<file path="src/core/flpt_consts.svh">
`ifndef FLPT_CONSTS_SVH
`define FLPT_CONSTS_SVH

// ----------------------------------------------------------------------
// model register addresses
// ----------------------------------------------------------------------
`define FLPT_FEAT_ADDR      32'h0000003a
`define FLPT_TRIG_ADDR      32'h00000079

// ----------------------------------------------------------------------
// feature_lock_control field positions
// ----------------------------------------------------------------------
`define FLPT_BIT_LOCK       0
`define FLPT_BIT_VIRT_SAFER 1
`define FLPT_BIT_VIRT_PLAIN 2
`define FLPT_LOCAL_LO       8
`define FLPT_LOCAL_HI       14
`define FLPT_BIT_GLOBAL     15

// ----------------------------------------------------------------------
// reset values and answers
// ----------------------------------------------------------------------
`define FLPT_FEAT_RESET     64'h0000000000000000
`define FLPT_IMPL_MASK      64'h000000000000ff07
`define FLPT_GP_ERR_CODE    32'h00000000

`endif

</file>
<file path="src/core/flpt_pkg.sv">
package flpt_pkg;

  typedef logic [63:0] flpt_word_type;
  typedef logic [6:0]  flpt_local_type;

  // answer kinds of a model register access
  typedef enum logic [1:0]
  {
    FLPT_RSP_OK = 2'b00,
    FLPT_RSP_GP = 2'b01
  } flpt_rsp_type;

endpackage

</file>
<file path="src/core/flpt_if.sv">
`timescale 1ns/1ps

interface flpt_if;
  import flpt_pkg::*;

  logic           rst_n;
  logic           pg_ok;
  logic           feat_virt;
  logic           feat_safer;
  logic           wr_feat;
  logic           wr_trig;
  flpt_word_type  wr_data;
  flpt_word_type  feat_q;
  flpt_local_type local_avail;
  logic           patch_load;
  flpt_word_type  patch_data;

  modport core
  (
    output rst_n,
    output pg_ok,
    output feat_virt,
    output feat_safer,
    output wr_feat,
    output wr_trig,
    output wr_data,
    input  feat_q,
    input  local_avail,
    input  patch_load,
    input  patch_data
  );

  modport lockreg
  (
    input  rst_n,
    input  pg_ok,
    input  feat_virt,
    input  feat_safer,
    input  wr_feat,
    input  wr_data,
    output feat_q,
    output local_avail
  );

  modport trig
  (
    input  rst_n,
    input  wr_trig,
    input  wr_data,
    output patch_load,
    output patch_data
  );

endinterface

</file>
<file path="src/core/flpt_top.sv">
`timescale 1ns/1ps
`include "flpt_consts.svh"

module flpt_top
#(
  parameter int ADDR_W = 32
)
(
  input  wire logic                  CLK_I,
  input  wire logic                  RST_N_I,
  input  wire logic                  POWER_GOOD_I,
  input  wire logic                  FEAT_VIRT_I,
  input  wire logic                  FEAT_SAFER_I,
  input  wire logic                  GUEST_XFER_I,
  input  wire logic                  REQ_VALID_I,
  input  wire logic                  REQ_WRITE_I,
  input  wire logic [ADDR_W-1:0]     REQ_ADDR_I,
  input  wire flpt_pkg::flpt_word_type REQ_WDATA_I,
  output logic                       RSP_VALID_O,
  output flpt_pkg::flpt_rsp_type     RSP_KIND_O,
  output flpt_pkg::flpt_word_type    RSP_RDATA_O,
  output logic [31:0]                RSP_ERR_CODE_O,
  output logic                       LOCKED_O,
  output logic                       VIRT_SAFER_EN_O,
  output logic                       VIRT_PLAIN_EN_O,
  output flpt_pkg::flpt_local_type   LAUNCH_LOCAL_EN_O,
  output logic                       LAUNCH_GLOBAL_EN_O,
  output logic                       PATCH_LOAD_O,
  output flpt_pkg::flpt_word_type    PATCH_ADDR_O
);
  import flpt_pkg::*;

  // ----------------------------------------------------------------------
  // elaboration checks
  // ----------------------------------------------------------------------
  if (ADDR_W < 7)
  begin : g_addr_check
    $error("ADDR_W too narrow for the register addresses");
  end

  // ----------------------------------------------------------------------
  // address decode
  // ----------------------------------------------------------------------
  function automatic logic flpt_hit(input logic [ADDR_W-1:0] addr,
                                    input logic [31:0]       target);
    logic [ADDR_W-1:0] t;
    t = ADDR_W'(target);
    return (addr == t);
  endfunction

  flpt_if        sub ();

  logic          pg_meta_q;
  logic          pg_sync_q;
  logic          hit_feat;
  logic          hit_trig;
  logic          wr_any;
  logic          fault_d;
  flpt_word_type rdata_d;
  logic          rsp_valid_q;
  flpt_rsp_type  rsp_kind_q;
  flpt_word_type rsp_rdata_q;
  logic [31:0]   rsp_err_q;

  // ----------------------------------------------------------------------
  // power good synchroniser
  // ----------------------------------------------------------------------
  // no reset on these: a warm reset must still see the live pin level
  always_ff @(posedge CLK_I)
  begin
    pg_meta_q <= POWER_GOOD_I;
  end

  always_ff @(posedge CLK_I)
  begin
    pg_sync_q <= pg_meta_q;
  end

  // ----------------------------------------------------------------------
  // request decode
  // ----------------------------------------------------------------------
  assign hit_feat = flpt_hit(REQ_ADDR_I, `FLPT_FEAT_ADDR);
  assign hit_trig = flpt_hit(REQ_ADDR_I, `FLPT_TRIG_ADDR);
  assign wr_any   = REQ_VALID_I & REQ_WRITE_I;

  assign sub.rst_n      = RST_N_I;
  assign sub.pg_ok      = pg_sync_q;
  assign sub.feat_virt  = FEAT_VIRT_I;
  assign sub.feat_safer = FEAT_SAFER_I;
  assign sub.wr_data    = REQ_WDATA_I;
  assign sub.wr_feat    = wr_any & hit_feat
                        & ~sub.feat_q[`FLPT_BIT_LOCK];
  assign sub.wr_trig    = wr_any & hit_trig & ~GUEST_XFER_I;

  // reads of the trigger and unmapped addresses fault like a bad write
  always_comb
  begin
    fault_d = 1'b0;
    rdata_d = '0;
    if (hit_feat)
    begin
      if (REQ_WRITE_I)
      begin
        fault_d = sub.feat_q[`FLPT_BIT_LOCK];
      end
      else
      begin
        rdata_d = sub.feat_q & `FLPT_IMPL_MASK;
      end
    end
    else if (hit_trig)
    begin
      fault_d = !REQ_WRITE_I || GUEST_XFER_I;
    end
    else
    begin
      fault_d = 1'b1;
    end
  end

  // ----------------------------------------------------------------------
  // answer
  // ----------------------------------------------------------------------
  always_ff @(posedge CLK_I)
  begin
    if (!RST_N_I)
    begin
      rsp_valid_q <= 1'b0;
    end
    else
    begin
      rsp_valid_q <= REQ_VALID_I;
    end
  end

  always_ff @(posedge CLK_I)
  begin
    if (!RST_N_I)
    begin
      rsp_kind_q  <= FLPT_RSP_OK;
      rsp_rdata_q <= '0;
      rsp_err_q   <= `FLPT_GP_ERR_CODE;
    end
    else if (REQ_VALID_I)
    begin
      rsp_kind_q  <= fault_d ? FLPT_RSP_GP : FLPT_RSP_OK;
      rsp_rdata_q <= fault_d ? '0 : rdata_d;
      rsp_err_q   <= `FLPT_GP_ERR_CODE;
    end
  end

  // ----------------------------------------------------------------------
  // sub blocks
  // ----------------------------------------------------------------------
  flpt_lock_reg u_lock
  (
    .clk_i (CLK_I),
    .bus   (sub.lockreg)
  );

  flpt_patch_trig u_trig
  (
    .clk_i (CLK_I),
    .bus   (sub.trig)
  );

  // ----------------------------------------------------------------------
  // outputs
  // ----------------------------------------------------------------------
  assign RSP_VALID_O        = rsp_valid_q;
  assign RSP_KIND_O         = rsp_kind_q;
  assign RSP_RDATA_O        = rsp_rdata_q;
  assign RSP_ERR_CODE_O     = rsp_err_q;
  assign LOCKED_O           = sub.feat_q[`FLPT_BIT_LOCK];
  assign VIRT_SAFER_EN_O    = sub.feat_q[`FLPT_BIT_VIRT_SAFER];
  assign VIRT_PLAIN_EN_O    = sub.feat_q[`FLPT_BIT_VIRT_PLAIN];
  assign LAUNCH_LOCAL_EN_O  = sub.local_avail;
  assign LAUNCH_GLOBAL_EN_O = sub.feat_q[`FLPT_BIT_GLOBAL];
  assign PATCH_LOAD_O       = sub.patch_load;
  assign PATCH_ADDR_O       = sub.patch_data;
endmodule

</file>
<file path="src/core/flpt_lock_reg.sv">
`timescale 1ns/1ps
`include "flpt_consts.svh"

module flpt_lock_reg
(
  input  wire logic clk_i,
  flpt_if.lockreg   bus
);
  import flpt_pkg::*;

  flpt_word_type wr_mask;
  flpt_word_type feat_d;

  // ----------------------------------------------------------------------
  // write mask from the reported features
  // ----------------------------------------------------------------------
  always_comb
  begin
    wr_mask = '0;
    wr_mask[`FLPT_BIT_LOCK] = bus.feat_virt | bus.feat_safer;
    wr_mask[`FLPT_BIT_VIRT_SAFER] = bus.feat_virt & bus.feat_safer;
    wr_mask[`FLPT_BIT_VIRT_PLAIN] = bus.feat_virt;
    wr_mask[`FLPT_BIT_GLOBAL] = bus.feat_safer;
    for (int i = `FLPT_LOCAL_LO; i <= `FLPT_LOCAL_HI; i++)
    begin
      wr_mask[i] = bus.feat_safer;
    end
  end

  always_comb
  begin
    feat_d = bus.feat_q;
    if (!bus.rst_n)
    begin
      // a warm reset keeps the contents; only a power loss clears them
      if (!bus.pg_ok)
      begin
        feat_d = `FLPT_FEAT_RESET;
      end
    end
    else if (bus.wr_feat && !bus.feat_q[`FLPT_BIT_LOCK])
    begin
      feat_d = bus.wr_data & wr_mask;
    end
  end

  // ----------------------------------------------------------------------
  // storage
  // ----------------------------------------------------------------------
  always_ff @(posedge clk_i)
  begin
    bus.feat_q <= feat_d;
  end

  // local functions stay unavailable while the global enable is clear
  always_ff @(posedge clk_i)
  begin
    bus.local_avail <= feat_d[`FLPT_LOCAL_HI:`FLPT_LOCAL_LO]
                     & {7{feat_d[`FLPT_BIT_GLOBAL]}};
  end

endmodule

</file>
<file path="src/core/flpt_patch_trig.sv">
`timescale 1ns/1ps
`include "flpt_consts.svh"

module flpt_patch_trig
(
  input  wire logic clk_i,
  flpt_if.trig      bus
);
  import flpt_pkg::*;

  // ----------------------------------------------------------------------
  // one-cycle load request with the written word
  // ----------------------------------------------------------------------
  always_ff @(posedge clk_i)
  begin
    if (!bus.rst_n)
    begin
      bus.patch_load <= 1'b0;
    end
    else
    begin
      bus.patch_load <= bus.wr_trig;
    end
  end

  always_ff @(posedge clk_i)
  begin
    if (!bus.rst_n)
    begin
      bus.patch_data <= '0;
    end
    else if (bus.wr_trig)
    begin
      bus.patch_data <= bus.wr_data;
    end
  end

endmodule

</file>
<file path="config.mk">
export PLATFORM = sky130hd
export DESIGN_NAME = flpt_top
export DESIGN_NICKNAME = d
export VERILOG_FILES = /design/src/core/flpt_pkg.sv /design/src/core/flpt_if.sv /design/src/core/flpt_top.sv /design/src/core/flpt_lock_reg.sv /design/src/core/flpt_patch_trig.sv
export VERILOG_INCLUDE_DIRS = /design/src /design/src/core
export SDC_FILE = /design/constraint.sdc
export NUM_CORES = 1
export LEC_CHECK = 0
export ABC_AREA = 1
export BUFFER_PORTS_ARGS = -buffer_cell sky130_fd_sc_hd__buf_2
export CAP_MARGIN = 15
export CORE_UTILIZATION = 35
export DETAILED_ROUTE_END_ITERATION = 7
export MAX_ROUTING_LAYER = met4
export SYNTH_ARGS = -nofsm -noshare
export SYNTH_HDL_FRONTEND = slang
export SYNTH_HIERARCHICAL = 1
export SYNTH_SLANG_ARGS = --single-unit
</file>
<file path="constraint.sdc">
create_clock -name CLK_I -period 2.5 [get_ports CLK_I]
set_input_delay 0.5 -clock CLK_I [delete_from_list [all_inputs] [get_ports CLK_I]]
set_output_delay 0.5 -clock CLK_I [all_outputs]
set_load 0.02 [all_outputs]
</file>
==> results of run 1 <==
==> layout make-up <==
class / instances / share of cell area, %
Inverter: 103 / 6.59
Tap cell: 176 / 3.74
Clock inverter: 3 / 0.382
Sequential cell: 98 / 33.8
Clock buffer: 12 / 4.55
Multi-Input combinational cell: 484 / 32.9
Timing Repair Buffer: 204 / 18.1
==> metrics by stage <==
stage	hold slack (ps)	instances	total power, mW
after CTS	244	1080	3.29
final	259	1080	3.24
after global routing	238	1080	3.39
after floorplan	310	798	1.93
after global placement	312	1065	1.93
after detailed placement	316	1065	1.93
==> worst max-delay path, cell delays in order <==
cell and delay, ps:
buf_2 90, nor2_1 90, nand2_1 50, nor2_1 110, nand2_1 90, inv_1 80
nand2_1 110, nor2_4 360, buf_4 330, nand2_1 80, nand2_1 60, nor2_1 40
==> power by group through the flow <==
stage / clock network, mW / registers [mW] / logic [mW]
2_1_floorplan: 0 / 1.62 / 0.311
3_3_place_gp: 0 / 1.61 / 0.319
3_5_place_dp: 0 / 1.61 / 0.320
4_1_cts: 1.40 / 1.58 / 0.321
5_1_grt: 1.46 / 1.57 / 0.358
6_report: 1.35 / 1.58 / 0.320
==> how the worst max path moves through the flow <==
stage                         startpoint                        end  slack, ps
final                     REQ_ADDR_I[17]  u_trig/bus.patch_data[43]        730
after global routing      REQ_ADDR_I[17]  u_trig/bus.patch_data[51]        410
after CTS                 REQ_ADDR_I[17]  u_trig/bus.patch_data[43]        670
after detailed placement  REQ_ADDR_I[17]  u_trig/bus.patch_data[43]        310
after global placement    REQ_ADDR_I[23]  u_trig/bus.patch_data[51]        330
after floorplan           REQ_ADDR_I[17]       u_lock/bus.feat_q[0]        580
==> per-layer routing <==
metal	up-vias	routed length [um]
met3	6	826
met1	1763	5170
met2	153	4760
li1	2268	-
met4	0	67
met5	-	0
==> sequential cells by signal, indices dropped and copies added (netlist names) <==
signal and flops:
pg_meta_q 1, u_trig/bus.patch_load 1, u_lock/bus.feat_q 11, RSP_RDATA_O 11, RSP_VALID_O 1, pg_sync_q 1
RSP_KIND_O 1, u_trig/bus.patch_data 64, u_lock/bus.local_avail 7
==> parameters.txt, run 1 <==
Parameter                              Value

Cells and area
  # nets final ... 1,004
  N_diodes ... 0
  Syn-to-layout area delta ... 22.3%
  Filler Cells Inserted ... 1,470
  Non-Filler Cell Area, Final ... 5890 um2
  Most common cell after layout, fill and taps aside ... buf_2
  Final Core Density ... 44.1%
  Area of combinational cells with multiple inputs ... 1940 um2
  Share of post-route cells with drive strength above 1 ... 26.0%
  Commonest non-fill, non-tap cells in the layout ... 192 x buf_2, 188 x nand2_1, 156 x nor2_1, 101 x inv_1, 95 x dfxtp_1
  Sequential cell area ... 1990 um2

Clocking
  Count of hold-fix buffers inserted at cts ... 0
  TritonCTS Buffers ... 9
  Clock root buffer ... clkbuf_16
  Worst skew pair latency ... 340 ps
  Total clock sinks ... 98
  Clock tree buffer depth ... 2
  Quantity of gates resized following cts ... 0
  Setup repair bufs after CTS ... 0
  Number of H-tree branching levels ... 3
  Clock tree from TritonCTS ... built
  Clock edge transition at the registers on the reported setup and hold paths ... 60 ps

Min path
  Worst hold start ... POWER_GOOD_I
  Type of the worst min-delay path ... input pin to register
  Hold path cells ... 1
  Worst Hold End ... pg_meta_q

Timing
  RSZ-0062 raised after global routing ... no
  Fin. max-slew vios ... 0
  Shortest clock period the worst path allows after layout ... 1770 ps
  Highest clock frequency the design can meet ... 563 MHz
  Number of hold violations in the final report ... 0
  Least setup slack across all paths after layout ... 725 ps
  Number of endpoints failing setup at the final stage ... 0
  Setup Total Neg Slack ... 0 ps
  Final cycle utilization of the critical path ... 71.0%
  Worst clock skew ... 4.48 ps

Global route
  Met2 track demand over resource in global routing ... 23.8%
  Global-route wire length before repair ... 17.4 mm
  Number of global-route vias before repair ... 3,621
  Total grt overflow ... 0
  Initial antenna violation count ... 0
  Pin count of the biggest net entering global routing ... 52
  GRT Total Usage ... 15.8%
  Fraction of met3 tracks used by global routing ... 4.84%
  Met1 usage in global routing ... 20.4%
  Most used routing layer in global routing ... met2

Setup path
  Critical Path AT ... 2010 ps
  Largest fanout on the critical path ... 23
  Reg-to-reg endpoint ... u_lock/bus.local_avail[6]
  Setup slack on the worst flop-to-flop path ... 860 ps
  Critical Path RT ... 2730 ps
  Category of the worst setup path capture point ... register
  Startpoint of the lowest-slack register-to-register path ... u_lock/bus.feat_q[0]
  Critical path class ... input pin to register
  CP startpoint kind ... input pin
  Cells on worst reg2reg path ... 8

Route
  Remaining DRCs ... 0
  Vias per cell ... 3.88
  Number of nets still failing antenna checks after routing ... 0
  Routed Wire Length ... 10.8 mm
  Routed length per instance ... 10.0 um
  Count of TritonRoute iterations in the first routing pass ... 4
  Overall via count from detail_route ... 4,190
  Initial drt markers ... 205

Power
  Worst vdd ir ... 0.220 mV
  Switching fraction of total power ... 25.1%
  Power Density ... 551 nW/um2
  Internal cell power ... 2.43 mW
  Leak pwr ... 3.41 nW
  Proportion of power drawn by combinational gates ... 9.9%
  NetSw ... 0.814 mW
  Sequential fraction of design power ... 48.6%
  Fraction of power consumed by the clock network ... 41.5%

Die
  Core region area ... 13,300 um2
  Horiz. Die Dim ... 119 um
  Initial cell density of the core ... 36.1%
  Std cell rows ... 42
  Number of I/O pins ... 279
  Vertical die dimension ... 119 um
  Die footprint ... 14,200 um2

Run status
  Run status ... complete, no violations

Logic synthesis
  Mean instance size in the synthesized netlist ... 6.75 um2
  Synthesized instance count ... 713
  Post-synthesis instance area ... 4820 um2
  Number of warnings reported in the yosys synthesis log ... 6

Placement
  Final weighted congestion in routability-driven placement ... 0.767
  Worst slack at placement ... 308 ps
  HPWL Detailed ... 8.14 mm
  Number of port buffers ... 192
  Area of placed instances ... 5600 um2

Run
  Count of max-cap constraint violations ... 0
Power figures use the tool's default switching activity.
==> run 2: changes to the inputs <==
- ABC_AREA: 1 -> 0
- PLACE_DENSITY: unset -> 0.68
- clock period: 2.5 -> 1.61 ns (I/O delays scaled with it)
==> run 2 against run 1 <==
Against the previous run: the flow now finishes with violations (negative setup slack); routed wire length fell by 5.5%; critical path type unchanged; area after synthesis decreased by 5.6%; utilization is 3.3 points higher; register-to-register slack worse by 670 ps; die area decreased by 5.5%; global-route usage is 0.66 points lower; largest cell class is now multi-input combinational cells; sequential share of layout area is 0.57 points lower; hold slack lost 180 ps; first-iteration DRC count is 54% lower; clock skew is essentially flat.
==> parameters.txt, run 2 <==
Parameter                              Value

Power
  Worst vdd ir ... 0.541 mV
  Internal cell power ... 3.99 mW
  Tot Pwr ... 5.28 mW
  Power Density ... 881 nW/um2
  Fraction of power consumed by the clock network ... 44.6%
  Leak pwr ... 2.80 nW
  Switching fraction of total power ... 24.3%
  Sequential fraction of design power ... 46.4%
  NetSw ... 1.28 mW
  Proportion of power drawn by combinational gates ... 8.9%

Route
  Met1 wire length ... 4.42 mm
  Met2 wirelength from detailed routing ... 4.96 mm
  Routed Wire Length ... 10.2 mm
  Number of nets still failing antenna checks after routing ... 0
  Count of TritonRoute iterations in the first routing pass ... 4
  Highest metal layer used by the detailed router ... met4
  Routed length per instance ... 12.7 um
  Remaining DRCs ... 0
  Initial drt markers ... 95
  Overall via count from detail_route ... 3,392
  Vias per cell ... 4.21
  Routed length on met3 ... 573 um

Timing
  Number of hold violations in the final report ... 0
  Least setup slack across all paths after layout ... -99.7 ps
  Fin. max-slew vios ... 0
  Shortest clock period the worst path allows after layout ... 1710 ps
  Setup Total Neg Slack ... -3570 ps
  Final cycle utilization of the critical path ... 106%
  Worst clock skew ... 4.70 ps
  RSZ-0062 raised after global routing ... yes
  Max-slew headroom at the worst pin ... 40.6%
  Number of endpoints failing setup at the final stage ... 67
  Actual slew at the worst max-slew pin ... 890 ps
  Highest clock frequency the design can meet ... 585 MHz

Logic synthesis
  Mean instance size in the synthesized netlist ... 10.6 um2
  Number of warnings reported in the yosys synthesis log ... 6
  Synthesized instance count ... 427
  Post-synthesis instance area ... 4550 um2

Setup path
  Cell breakdown of the critical path ... buf_6 > nor4_2 > nand4_1 > or2_4 > nor3_4 > buf_12 > buf_12 > mux2i_1 > nor2b_1
  Most prevalent standard cell on the critical path ... buf_12
  Reg-to-reg endpoint ... u_lock/bus.feat_q[12]
  Buffer and inverter count on the worst path ... 3
  Capturing element of the worst setup path ... u_trig/bus.patch_data[53]
  Critical Path AT ... 1940 ps
  Cells on worst reg2reg path ... 4
  Cell type group with the largest total delay on the critical path ... simple AND/OR/NAND/NOR gates
  Setup slack on the worst flop-to-flop path ... 190 ps
  CP startpoint kind ... input pin
  Worst setup path start ... REQ_ADDR_I[11]
  Startpoint of the lowest-slack register-to-register path ... u_lock/bus.feat_q[0]
  Critical path class ... input pin to register
  Category of the worst setup path capture point ... register
  Critical Path RT ... 1840 ps
  Largest fanout on the critical path ... 18
  Max stage delay on crit path ... 290 ps
  Critical path depth in cells ... 9
  Slowest stage cell, crit path ... or2_4

Global route
  GRT Total Usage ... 15.2%
  Pin count of the biggest net entering global routing ... 87
  Global-route wire length before repair ... 15.0 mm
  Initial antenna violation count ... 0
  Number of global-route vias before repair ... 3,141
  Total grt overflow ... 0

Run
  Count of max-cap constraint violations ... 0

Clocking
  Number of H-tree branching levels ... 3
  Clock root buffer ... clkbuf_16
  Total clock sinks ... 98
  TritonCTS Buffers ... 9
  Clock edge transition at the registers on the reported setup and hold paths ... 70 ps
  Clock tree from TritonCTS ... built
  Clock tree buffer depth ... 2
  Worst skew pair latency ... 340 ps

Cells and area
  Most flops, register ... u_trig/bus.patch_data
  Count of placed standard cells in the final layout, fillers left out ... 806
  Syn-to-layout area delta ... 31.8%
  Commonest non-fill, non-tap cells in the layout ... 183 x buf_2, 95 x dfxtp_1, 86 x conb_1, 77 x mux2i_1, 65 x nor2b_1
  Most common cell after layout, fill and taps aside ... buf_2
  Share of post-route cells with drive strength above 1 ... 39.0%
  # nets final ... 732
  Number of flip-flops in the largest register ... 64

Die
  Horiz. Die Dim ... 116 um
  Number of I/O pins ... 279
  Core region area ... 12,600 um2
  Die footprint ... 13,400 um2
  Vertical die dimension ... 116 um
  Std cell rows ... 41
  Initial cell density of the core ... 36.0%

Placement
  Number of port buffers ... 192
  HPWL Detailed ... 7.37 mm
  Final weighted congestion in routability-driven placement ... 0.799
  Placed cells ... 783
  Worst slack at placement ... -604 ps

Run status
  Violations in the final reports ... negative setup slack
  Run status ... finished, violations left

Min path
  Type of the worst min-delay path ... input pin to register
run 2: power by group through the flow:
stage	clock [mW]	combinational, mW	sequential [mW]
6_report	2.36	0.471	2.45
3_5_place_dp	0	0.440	2.51
5_1_grt	2.54	0.511	2.45
3_3_place_gp	0	0.434	2.51
4_1_cts	2.44	0.463	2.45
2_1_floorplan	0	0.427	2.51
run 2: worst min path at each step:
stage,startpoint,endpoint,slack [ps],cells after the start
floorplan,pg_meta_q,pg_sync_q,310,0
global placement,pg_meta_q,pg_sync_q,310,0
detailed placement,pg_meta_q,pg_sync_q,310,0
CTS,POWER_GOOD_I,pg_meta_q,60,1
global route,POWER_GOOD_I,pg_meta_q,60,1
finish,POWER_GOOD_I,pg_meta_q,70,1
run 2: cell type report:
type	count	area, um2
clock inverters	7	108
fillers	1190	6630
inverters	2	7.51
diodes	1	2.50
clock buffers	9	225
flip-flops and latches	98	1990
well taps	172	215
repair buffers	216	1310
multi-input cells	301	2130
run 2: through the flow:
step / util [%] / hold WS [ps] / instance area (um2)
after floorplan: - / 310 / 4930
after global placement: 43.1 / 311 / 5440
after detailed placement: 43.1 / 314 / 5440
after CTS: 47.7 / 57.3 / 6020
after global routing: 47.4 / 55.8 / 5990
final: 47.5 / 74.1 / 5990
run 2: layer usage:
| metal | vias to the layer above | track usage, % |
|---|---|---|
| met4 | 0 | 8.21 |
| met1 | 1542 | 16.9 |
| met2 | 150 | 25.3 |
| met3 | 20 | 3.29 |
| met5 | - | - |
| li1 | 1680 | - |
run 2: timing repair:
item	in CTS	in global routing
endpoints found under the setup margin	84	97
hold buffers	0	0
pin swaps	2	4
cloned	1	1
buffers inserted	9	3
resized for setup	29	11
